`src/shared/sar_pkg.sv`:
```
// constants shared by both ends of the converter serial readout link
// assumes a 200 MHz system clock on both ends
package sar_pkg;
   // ******************************
   // frame layout
   // ******************************
   localparam int RES_W = 14;
   localparam int SUB_W = 2;
   localparam int WORD_W = RES_W + SUB_W;
   localparam int LEAD_ZEROS = 8;
   localparam int FRAME_EDGES = LEAD_ZEROS + WORD_W;
   localparam int HOLD_EDGE = 6;
   localparam int FIRST_DATA_EDGE = LEAD_ZEROS;
   localparam int CNT_W = 5;
   localparam logic [CNT_W-1:0] CNT_HOLD = CNT_W'(HOLD_EDGE - 1);
   localparam logic [CNT_W-1:0] CNT_DATA = CNT_W'(FIRST_DATA_EDGE - 1);
   localparam logic [CNT_W-1:0] CNT_FRAME = CNT_W'(FRAME_EDGES);
   localparam int FIFO_DEPTH = 4;

   // ******************************
   // timing
   // ******************************
   localparam int CLK_NS = 5;
   localparam int SCLK_PERIOD_NS = 208;
   localparam int CS_SETUP_NS = 100;
   localparam int CS_HIGH_NS = 50;
   localparam int TMR_W = 8;
   localparam logic [TMR_W-1:0] HALF_CYC =
      TMR_W'((SCLK_PERIOD_NS / 2 + CLK_NS - 1) / CLK_NS);
   localparam logic [TMR_W-1:0] SETUP_CYC = TMR_W'((CS_SETUP_NS + CLK_NS - 1) / CLK_NS);
   localparam logic [TMR_W-1:0] GAP_CYC = TMR_W'((CS_HIGH_NS + CLK_NS - 1) / CLK_NS);
endpackage : sar_pkg

```
`src/shared/sar_link_if.sv`:
```
// three-wire link between serial master and converter
// assumes the bench joins both modports; data line floats low when undriven
`timescale 1ns/1ps
interface sar_link_if;
   logic sel_n;
   logic sclk;
   logic dout;
   logic dout_oe;
   logic dout_line;

   // resolved data wire, weak pull to zero when released
   assign dout_line = dout_oe & dout;

   modport device (input sel_n, input sclk, output dout, output dout_oe);
   modport host (output sel_n, output sclk, input dout_line);
endinterface : sar_link_if

```
`src/logic/sar_dev.sv`:
```
// converter end: conversion control and serial readout of a 14-bit result
// assumes select and serial clock come from a foreign domain on the link
//
// Contract
// - select high: shutdown, data output released
// - select low: fully powered
// - select fall starts conversion, serial clock advances
// - select fall: output enabled driving low
// - sixth clock fall ends sampling
// - result MSB first after eighth fall
// - 24 falls: 8 zeros, 14 bits, 2 sub-bits
// - extra clocks give zeros, converter untouched
// - select high after read resets, shuts down
// - select high mid-conversion aborts at once
// - master reselects after minimum high time
// - master clock at most 4.8MHz, 40-60% duty
// - master avoids clock below 100kHz
// - result straight binary, 16384 codes
// - master cycles select between conversions
// - output changes only on clock falls
`timescale 1ns/1ps
module sar_dev
   import sar_pkg::*;
(
   // clock and reset
   input wire logic clk_sys_i,
   input wire logic rst_i,
   // link
   sar_link_if.device link,
   // analog stand-in: code the capacitor array would settle to
   input wire logic [RES_W-1:0] analog_input_i,
   input wire logic sub_bit_high_i,
   input wire logic sub_bit_low_i,
   // status
   output logic powered_o,
   output logic sample_held_o,
   output logic done_o,
   output logic abort_o
);
   typedef enum logic [2:0] {
      DEV_OFF,
      DEV_ACQ,
      DEV_CONV,
      DEV_READ
   } sar_dev_state_t;

   sar_dev_state_t state;
   logic sel_m;
   logic sel_s;
   logic sel_d;
   logic sclk_m;
   logic sclk_s;
   logic sclk_d;
   logic sel_fall;
   logic sel_rise;
   logic sclk_fall;
   logic [CNT_W-1:0] edge_cnt;
   logic [WORD_W-1:0] sampling_cap_array;
   logic [WORD_W-1:0] ain_m;
   logic [WORD_W-1:0] ain_s;
   logic [WORD_W-1:0] shreg;
   logic dout;
   logic dout_oe;

   // ******************************
   // pin synchronisers
   // ******************************

   // three flops per pin; sel_s, sclk_s and the delayed sel_d, sclk_d feed logic
   always_ff @(posedge clk_sys_i or posedge rst_i) begin
      if (rst_i) begin
         sel_m <= 1'b1;
         sel_s <= 1'b1;
         sel_d <= 1'b1;
         sclk_m <= 1'b0;
         sclk_s <= 1'b0;
         sclk_d <= 1'b0;
      end else begin
         sel_m <= link.sel_n;
         sel_s <= sel_m;
         sel_d <= sel_s;
         sclk_m <= link.sclk;
         sclk_s <= sclk_m;
         sclk_d <= sclk_s;
      end
   end

   // analog stand-in pins, two flops only; the code must stay steady
   // around the sixth fall, a code moving right at capture may tear
   always_ff @(posedge clk_sys_i or posedge rst_i) begin
      if (rst_i) begin
         ain_m <= '0;
         ain_s <= '0;
      end else begin
         ain_m <= {analog_input_i, sub_bit_high_i, sub_bit_low_i};
         ain_s <= ain_m;
      end
   end

   // edge detection on synchronised levels
   assign sel_fall = sel_d & ~sel_s;
   assign sel_rise = ~sel_d & sel_s;
   // clock falls count only while selected
   assign sclk_fall = sclk_d & ~sclk_s & ~sel_s;

   // ******************************
   // conversion sequence
   // ******************************

   // select high overrides everything, so an abort needs no extra path
   always_ff @(posedge clk_sys_i or posedge rst_i) begin
      if (rst_i) begin
         state <= DEV_OFF;
      end else if (sel_s) begin
         state <= DEV_OFF;
      end else begin
         case (state)
            DEV_OFF: begin
               if (sel_fall) state <= DEV_ACQ;
            end
            DEV_ACQ: begin
               if (sclk_fall && edge_cnt == CNT_HOLD) state <= DEV_CONV;
            end
            DEV_CONV: begin
               if (sclk_fall && edge_cnt == CNT_DATA) state <= DEV_READ;
            end
            DEV_READ: begin
               state <= DEV_READ; // trailing clocks stay here
            end
            default: begin
               state <= DEV_OFF;
            end
         endcase
      end
   end

   // falling-edge count, saturates so extra clocks do nothing
   always_ff @(posedge clk_sys_i or posedge rst_i) begin
      if (rst_i) begin
         edge_cnt <= '0;
      end else if (sel_s) begin
         edge_cnt <= '0;
      end else if (sclk_fall && edge_cnt != CNT_FRAME) begin
         edge_cnt <= edge_cnt + 1'b1;
      end
   end

   // held sample: code is taken at the sixth fall, straight binary
   always_ff @(posedge clk_sys_i or posedge rst_i) begin
      if (rst_i) begin
         sampling_cap_array <= '0;
      end else if (sel_s) begin
         sampling_cap_array <= '0;
      end else if (state == DEV_ACQ && sclk_fall && edge_cnt == CNT_HOLD) begin
         sampling_cap_array <= ain_s;
      end
   end

   // ******************************
   // serial output
   // ******************************

   // shifter fills with zeros, so trailing clocks read zeros
   always_ff @(posedge clk_sys_i or posedge rst_i) begin
      if (rst_i) begin
         shreg <= '0;
         dout <= 1'b0;
      end else if (sel_s) begin
         shreg <= '0;
         dout <= 1'b0;
      end else if (sel_fall) begin
         dout <= 1'b0;
      end else if (sclk_fall) begin
         if (state == DEV_CONV && edge_cnt == CNT_DATA) begin
            dout <= sampling_cap_array[WORD_W-1];
            shreg <= {sampling_cap_array[WORD_W-2:0], 1'b0};
         end else if (state == DEV_READ) begin
            dout <= shreg[WORD_W-1];
            shreg <= {shreg[WORD_W-2:0], 1'b0};
         end else begin
            dout <= 1'b0; // leading zeros
         end
      end
   end

   // output enable follows synchronised select
   always_ff @(posedge clk_sys_i or posedge rst_i) begin
      if (rst_i) begin
         dout_oe <= 1'b0;
      end else begin
         dout_oe <= ~sel_s;
      end
   end

   assign link.dout = dout;
   assign link.dout_oe = dout_oe;

   // ******************************
   // status
   // ******************************

   // power mode on while select is low or the state is not yet DEV_OFF
   assign powered_o = (state != DEV_OFF) || !sel_s;

   // one-cycle event flags
   always_ff @(posedge clk_sys_i or posedge rst_i) begin
      if (rst_i) begin
         sample_held_o <= 1'b0;
         done_o <= 1'b0;
         abort_o <= 1'b0;
      end else begin
         sample_held_o <= (state == DEV_ACQ) && sclk_fall && edge_cnt == CNT_HOLD;
         done_o <= sel_rise && edge_cnt == CNT_FRAME;
         abort_o <= sel_rise && edge_cnt != CNT_FRAME && state != DEV_OFF;
      end
   end
endmodule : sar_dev

```
`src/flat_wrapper.sv`:
```
// flat-port wrapper written by rule: the top's interface ports become plain ports
module sar_dev_flat import sar_pkg::*;
  (clk_sys_i, rst_i, analog_input_i, sub_bit_high_i, sub_bit_low_i, powered_o, sample_held_o, done_o, abort_o, link_sel_n, link_sclk, link_dout, link_dout_oe);
  sar_link_if link_i ();
  input wire logic clk_sys_i;
  input wire logic rst_i;
  input wire logic [RES_W-1:0] analog_input_i;
  input wire logic sub_bit_high_i;
  input wire logic sub_bit_low_i;
  output logic powered_o;
  output logic sample_held_o;
  output logic done_o;
  output logic abort_o;
  input wire logic [$bits(link_i.sel_n)-1:0] link_sel_n;
  input wire logic [$bits(link_i.sclk)-1:0] link_sclk;
  output wire logic [$bits(link_i.dout)-1:0] link_dout;
  output wire logic [$bits(link_i.dout_oe)-1:0] link_dout_oe;
  assign link_i.sel_n = link_sel_n;
  assign link_i.sclk = link_sclk;
  assign link_dout = link_i.dout;
  assign link_dout_oe = link_i.dout_oe;
  sar_dev u_core (.clk_sys_i(clk_sys_i), .rst_i(rst_i), .link(link_i), .analog_input_i(analog_input_i), .sub_bit_high_i(sub_bit_high_i), .sub_bit_low_i(sub_bit_low_i), .powered_o(powered_o), .sample_held_o(sample_held_o), .done_o(done_o), .abort_o(abort_o));
endmodule
```
`config.mk`:
```
export PLATFORM = sky130hd
export DESIGN_NAME = sar_dev_flat
export DESIGN_NICKNAME = d
export VERILOG_FILES = /design/src/shared/sar_pkg.sv /design/src/shared/sar_link_if.sv /design/src/logic/sar_dev.sv /design/src/flat_wrapper.sv
export SDC_FILE = /design/constraint.sdc
export NUM_CORES = 1
export LEC_CHECK = 0
export ABC_AREA = 0
export BUFFER_PORTS_ARGS = -buffer_cell sky130_fd_sc_hd__buf_2
export CAP_MARGIN = 5
export CORE_MARGIN = 3
export CORE_UTILIZATION = 58
export DETAILED_ROUTE_END_ITERATION = 10
export PLACE_DENSITY_LB_ADDON = 0.05
export SYNTH_ARGS = -nofsm -noshare
export SYNTH_HDL_FRONTEND = slang
export SYNTH_SLANG_ARGS = --single-unit
```
`constraint.sdc`:
```
create_clock -name clk_sys_i -period 2.65 [get_ports clk_sys_i]
set_input_delay 0.3975 -clock clk_sys_i [delete_from_list [all_inputs] [get_ports clk_sys_i]]
set_output_delay 0.3975 -clock clk_sys_i [all_outputs]
set_load 0.02 [all_outputs]
```
After elaboration in Yosys (flattened, before gate mapping)

Cells that the tools add are included.
Widths: inputs -> output; s select.

Register bits after elaboration: 83
Bits of input ports: 20

$add $sub $neg: 1
Equal/unequal tests: 11
Muxes and demuxes: 19
Bitwise operators: 7
Reductions and logical operators: 20

Operator list:

| kind                | count |
|---|---|
| $mux 16             | 7 |
| $mux 3              | 4 |
| $pmux 3 s4          | 1 |
| $eq 5x3->1 const B  | 2 |
| $mux 5              | 2 |
| $logic_and 1x1->1   | 9 |
| $ne 3x1->1 const B  | 3 |
| $reduce_bool 3->1   | 3 |
| $eq 3x2->1 const B  | 2 |
| $reduce_and 3->1    | 2 |
| $reduce_bool 2->1   | 3 |
| $add 5x1->5 const B | 1 |
| $eq 5x5->1 const B  | 1 |
| $mux 1              | 5 |
| $ne 5x5->1 const B  | 1 |
| $and 1x1->1         | 4 |
| $eq 3x1->1 const B  | 1 |
| $logic_not 3->1     | 1 |
| $not 1->1           | 3 |
| $ne 2x1->1 const B  | 1 |
| $logic_not 1->1     | 1 |
| $logic_or 1x1->1    | 1 |

Logic depth before layout (Yosys ltp)

Gate-level depths: netlist of the first run.

Word-level depth: 7
Gate-level depth with buffers: 8
Mapped depth without buffers: 5

Worst setup path before layout of the first run

OpenSTA, ideal clock, no wires.

Path kind: reg-to-reg
From: reg u_core.edge_cnt[1]
To: reg u_core.sampling_cap_array[0]
Arrival time: 1.577 ns
Required time: 2.574 ns
Path slack: 0.996 ns
Stages on the path, launching flop included: 9
Path buffers: 3
Cells stage by stage: dfrtp_1 inv_1 ha_1 nand4bb_1 buf_2 or4_1 buf_2 buf_6 o21ai_1

Cells in the longest elaborated chain, start to end: 3

RTL lines:

| what                               | RTL line       | RTL |
|---|---|---|
| start, declared                    | sar_dev.sv:57  | `logic [CNT_W-1:0] edge_cnt;` |
| start signal, assigned             | sar_dev.sv:144 | `edge_cnt <= edge_cnt + 1'b1;` |
| $eq 5x3->1                         | sar_dev.sv:154 | `end else if (state == DEV_ACQ && sclk_fall && edge_cnt == CNT_HOLD) begin` |
| $logic_and 1x1->1                  | sar_dev.sv:154 |  |
| $reduce_bool 2->1 (no source line) | n/a            |  |
| end signal, assigned               | sar_dev.sv:155 | `sampling_cap_array <= ain_s;` |
| end, declared                      | sar_dev.sv:58  | `logic [WORD_W-1:0] sampling_cap_array;` |

No other way between the ends.
A chain may end at the register's enable or synchronous reset.

Worst setup path after layout of the first run

From: reg u_core.sclk_s
To: reg u_core.sampling_cap_array[10]

Cells in the longest elaborated chain, start to end: 6

RTL lines:

| what                               | RTL line       | RTL |
|---|---|---|
| start, declared                    | sar_dev.sv:52  | `logic sclk_s;` |
| start signal, assigned             | sar_dev.sv:83  | `sclk_s <= sclk_m;` |
| $not 1->1                          | sar_dev.sv:104 | `assign sclk_fall = sclk_d & ~sclk_s & ~sel_s;` |
| $and 1x1->1 (2 in series)          | sar_dev.sv:104 |  |
| $logic_and 1x1->1 (2 in series)    | sar_dev.sv:154 |  |
| $reduce_bool 2->1 (no source line) | n/a            |  |

No other way between the ends.

==> flow_summary.json, run 1 <==
{
  "critPathCaptureType": "flop",
  "dieArea_um2": 6334,
  "cts_root_buf": "clkbuf_8",
  "cts.sinks": 81,
  "fmax_mhz": 519.0,
  "synth_xor_area_share_pct": 0,
  "place_hpwl_um": 3441,
  "finalSetupTns_ns": 0,
  "chipWidth_um": 79.59,
  "clk_pin_slew_ns": 0.08,
  "synth_simple_gate_area_share_pct": 8.805,
  "grt_pass1_wl_um": 9273,
  "drc": 0,
  "synthMuxAreaShare_pct": 0,
  "grt_overflow": 0,
  "antenna_cells": 0,
  "start_util_pct": 60.72,
  "fin_crit_ns": 1.927,
  "final_common_cell": "dfrtp_1",
  "syn_inst": 262,
  "rsz0062_at_grt": "no",
  "final_nets": 308,
  "hold_buffers": 0,
  "clock_path_buffers": 2,
  "yosysWarnings": 0,
  "setup.worst_path.class": "reg2reg",
  "synth_top_area_cell": "dfrtp_1",
  "htree_levels": 3,
  "drive_above_1_share_pct": 23.45,
  "slew_viol_final": 0,
  "finalSetupViolCount": 0,
  "die_h_um": 79.59,
  "wl_per_cell_um": 14.78,
  "cts-resized-gates": 0,
  "netlist.area_leader.share_pct": 62.15,
  "finalHoldViolations": 0,
  "vias_per_cell": 5.519,
  "final.fill_count": 388,
  "critPathLaunchType": "flop",
  "rows": 26,
  "dp_slack_ns": 0.7102,
  "crit_arrival_ns": 2.18,
  "multi_input_area_um2": 884.6,
  "synthToLayoutAreaGrowth_pct": 12.15,
  "cts_tree": "done",
  "p_per_area_nw_per_um2": 624.9,
  "clock-skew-final_ns": 0.008481,
  "cts_buffers": 9,
  "fin_area_um2": 3522,
  "post_cts_buffers": 0,
  "yosys-top-cells-area": "dfrtp_1, o221a_2, o311ai_0, inv_1, a31oi_1",
  "regArea_um2": 2031,
  "drt_iter0_markers": 149,
  "clkLatencyLatePin_ns": 0.34,
  "drt-pass1-iter-count": 4,
  "synth.cell_area_um2": 3141,
  "grt_max_degree": 43,
  "ys_ff_latch": 81,
  "cp.required_ns": 2.91,
  "fin_hold_ws_ns": 0.1262,
  "synth_compound_area_share_pct": 17.97,
  "relSlewSlack_pct": 55.79,
  "dp.cells": 344,
  "stdcell_count": 360,
  "status": "finished clean",
  "period_share_pct": 72.71,
  "ys_types": 36,
  "p_leak_nw": 1.610,
  "avgSynthCellArea_um2": 11.99,
  "crit_fanout": 22,
  "core_area_um2": 5172,
  "ir_worst_vdd_mv": 0.4465,
  "fin_ws_ns": 0.7232,
  "vias": 1987,
  "max_slew.worst_pin.slew_ns": 0.6624,
  "ant_nets": 0,
  "synthAdderAreaFrac_pct": 1.195,
  "rrSetupSlack_ns": 0.72,
  "dpl_cell_area_um2": 3333,
  "final_cell_mix": "dfrtp_1, inv_1, buf_2",
  "finalWirelength_um": 5320,
  "place_congestion": 0.8197,
  "syn-num-nets": 285,
  "ios": 26,
  "portBuffers": 25,
  "synth.yosys.seq_area_share_pct": 64.66,
  "grt_pass1_vias": 1935,
  "grt_util_all_layers_pct": 19.32,
  "synth_top_family_by_area": "compound AO/OA/AOI/OAI gates",
  "min_path_type": "in2async",
  "antenna_found_initial": 0,
  "drv_cap": 0
}
-- report_power, final --
part           internal (W)  switching [W]  leakage, nW
clock              0.000379       0.000450       0.0987
combinational     0.0000297      0.0000584        0.475
sequential          0.00127      0.0000149         1.04
total               0.00168       0.000523         1.61
-- critical path, cell delays in order (launching register included) --
cell	delay, ns
dfrtp_1	0.43
nand3b_1	0.17
buf_4	0.21
or4_1	0.77
o21ai_0	0.25
-- area by class of cell --
cell class | count | share of cell area (%)
clock buffers | 10 | 3.908
clock inverters | 6 | 1.456
well taps | 70 | 2.487
repair buffers | 32 | 5.400
flip-flops and latches | 81 | 57.66
inverters | 37 | 3.979
multi-input cells | 124 | 25.12
-- routing by layer --
| layer | vias to the layer above | wire (um) | share of wire [%] | track usage, % |
|---|---|---|---|---|
| met4 | 0 | 109 | 2.0 | 8.763 |
| met5 | - | 0 | 0 | 0 |
| met3 | 10 | 214 | 4.0 | 4.515 |
| li1 | 976 | - | - | - |
| met2 | 42 | 2394 | 45 | 27.71 |
| met1 | 959 | 2601 | 49 | 27.98 |
-- cells by family after synthesis --
kind of cell / count (synthesis)
and+or+nand+nor: 44
AOI/OAI and AO/OA: 77
adders and majority gates: 3
buffers and inverters: 57
DFF: 81
-- synthesized netlist by cell type --
cell	count
o21a_1	2
and4b_1	1
buf_1	1
nand4bb_1	1
inv_1	36
nand2_1	3
dfstp_2	3
nand4_1	1
nor4bb_1	1
or3_1	2
nand3b_1	2
a22oi_1	1
buf_2	5
o21ai_1	9
nand4b_1	1
o221a_2	14
clkinv_1	1
nor2_1	4
o21ai_0	13
a221oi_1	1
dfrtp_1	78
buf_4	1
a21oi_1	6
ha_1	3
nand3_1	5
or4_1	2
clkbuf_1	12
a31oi_1	14
nor2b_1	3
o311ai_0	16
o31ai_1	1
buf_6	1
nor3_1	1
and4bb_2	1
nand2b_1	2
and2_1	14
-- per-stage QoR --
stage	utilization [%]	power [W]
2_1_floorplan	-	0.001360
3_3_place_gp	64.44	0.001396
3_5_place_dp	64.44	0.001400
4_1_cts	68.09	0.002230
5_1_grt	68.09	0.002302
6_report	68.09	0.002201
-- state kept, by name, indices dropped and copies added, names as in the netlist --
name	cells
u_core.sel_s	1
u_core.ain_s	16
u_core.sclk_m	1
u_core.sclk_d	1
u_core.shreg	15
u_core.sel_m	1
u_core.link.dout_oe	1
u_core.state	2
u_core.ain_m	16
u_core.sample_held_o	1
u_core.sampling_cap_array	16
u_core.done_o	1
u_core.edge_cnt	5
u_core.link.dout	1
u_core.abort_o	1
u_core.sel_d	1
u_core.sclk_s	1
-- worst paths after layout --
check / from / endpoint / depth (start not counted)
max: u_core.sclk_s / u_core.sampling_cap_array[10] / 4
min: rst_i / u_core.edge_cnt[4] / 2
max reg2reg: u_core.sclk_s / u_core.sampling_cap_array[10] / 4
min reg2reg: u_core.ain_m[10] / u_core.ain_s[10] / 0
max in group asynchronous: rst_i / u_core.ain_s[1] / 3
min in group clk_sys_i: link_sel_n / u_core.sel_m / 1
No activity file was read; power rests on OpenSTA's default activity.
==> run 2, diff against run 1 <==
Clock period 2.65 ns to 1.98 ns, I/O delays scaled along.
==> run 2 against run 1 <==
Effect of this change: hold slack got worse by 0.089 ns; global-route usage increased by 0.32 points; largest power group unchanged; first-iteration DRC count shrank 19%.
==> flow_summary.json, run 2 (same netlist as run 1, synthesis figures left out) <==
{
  "status": "finished clean",
  "wl_per_cell_um": 14.76,
  "rows": 26,
  "final_common_cell": "dfrtp_1",
  "multi_input_area_um2": 888.4,
  "finalSetupViolCount": 0,
  "power_w": 0.002946,
  "start_util_pct": 60.72,
  "grt_pass1_wl_um": 9308,
  "cp.required_ns": 2.27,
  "grt_overflow": 0,
  "ios": 26,
  "place_congestion": 0.7783,
  "period_share_pct": 91.20,
  "max_slew.worst_pin.slew_ns": 0.5722,
  "grt_util_all_layers_pct": 19.64,
  "drv_cap": 0,
  "grt_max_degree": 36,
  "vias": 2009,
  "finalWirelength_um": 5374,
  "antenna_found_initial": 0,
  "stdcell_count": 364,
  "crit_arrival_ns": 2.10,
  "ir_worst_vdd_mv": 0.7048,
  "rsz0062_at_grt": "no",
  "finalSetupTns_ns": 0,
  "final.fill_count": 406,
  "die_h_um": 79.59,
  "cts_buffers": 9,
  "slew_viol_final": 0,
  "p_per_area_nw_per_um2": 825.7,
  "regArea_um2": 2031,
  "cts.sinks": 81,
  "chipWidth_um": 79.59,
  "clkLatencyLatePin_ns": 0.35,
  "clock_path_buffers": 2,
  "crit_fanout": 15,
  "drc": 0,
  "cts_tree": "done",
  "cts_root_buf": "clkbuf_8",
  "place_hpwl_um": 3604,
  "fmax_mhz": 553.8,
  "relSlewSlack_pct": 61.86,
  "dieArea_um2": 6334,
  "clk_pin_slew_ns": 0.09,
  "dp.cells": 347,
  "top_regs": "u_core.ain_m (16), u_core.ain_s (16), u_core.sampling_cap_array (16)",
  "critPathCaptureType": "flop",
  "vias_per_cell": 5.519,
  "final_nets": 312,
  "finalHoldViolations": 0,
  "final_cell_mix": "dfrtp_1, inv_1, buf_2",
  "fin_util_pct": 68.99,
  "setup.worst_path.class": "reg2reg",
  "drt_iter0_markers": 121,
  "antenna_cells": 0,
  "ant_nets": 0,
  "drt-pass1-iter-count": 4,
  "p_leak_nw": 1.616,
  "fin_crit_ns": 1.806,
  "htree_levels": 3,
  "clock-skew-final_ns": 0.006183,
  "critPathLaunchType": "flop",
  "drive_above_1_share_pct": 24.49,
  "grt_pass1_vias": 2001,
  "portBuffers": 25,
  "core_area_um2": 5172,
  "min_path_type": "in2reg",
  "synthToLayoutAreaGrowth_pct": 13.63
}
-- run 2: cell types whose count changed in the layout (fill, tap and decap cells not counted), moves of 2 or more --
cell,delta
clkinv_4,-3
clkinvlp_4,+4
buf_4,+2
clkinv_2,-2
inv_6,+2
-- run 2: worst paths after layout --
kind	slack, ns	depth (start not counted)	end	from
min in group asynchronous	0.53	3	u_core.ain_m[8]	rst_i
worst max register to register	0.17	4	u_core.shreg[15]	u_core.edge_cnt[0]
worst max-delay path	0.17	4	u_core.shreg[15]	u_core.edge_cnt[0]
max in group asynchronous	0.84	4	u_core.sel_d	rst_i
worst min-delay path	0.04	1	u_core.sel_m	link_sel_n
worst min register to register	0.35	0	u_core.ain_s[2]	u_core.ain_m[2]
-- run 2: metal layers --
layer | GRT usage, % | part of all wire [%]
met1 | 27.73 | 48
met2 | 28.21 | 45
met3 | 7.449 | 6.0
met4 | 6.186 | 1.2
met5 | 0 | 0
-- run 2: area by class of cell --
type | count | area share, %
tap | 70 | 2.454
inverter | 37 | 3.997
multi-input combinational | 124 | 24.89
clock buffer | 9 | 3.471
sequential | 81 | 56.91
timing repair buffer | 36 | 6.592
clock inverter | 7 | 1.683
-- run 2: power breakdown --
part | internal, W | switching, W | total [W]
clock | 0.000476 | 0.000625 | 0.00110
combinational | 0.0000463 | 0.0000829 | 0.000129
sequential | 0.00170 | 0.0000169 | 0.00172
-- run 2: through the flow --
step	instance area [um2]	worst slack, ns	hold slack (ns)
after floorplan	3144	0.3265	0.3015
final	3568	0.1742	0.03754
after CTS	3565	0.1487	0.01667
after global routing	3568	0.05626	0.004066
after detailed placement	3371	0.1685	0.3347
after global placement	3371	0.2213	0.3315
-- run 2: worst max-delay path, stage by stage (launching register included) --
cell and delay [ns]:
dfrtp_1 0.42, ha_1 0.22, and4bb_2 0.32, o21a_1 0.50
o221a_2 0.30
-- run 2: repair_timing --
item                       4_1_cts  5_1_grt
resized for setup                0        1
hold endpoints to repair        19        0
hold buffers                     1        0
setup endpoints to repair        0        1
setup buffers                    0        0
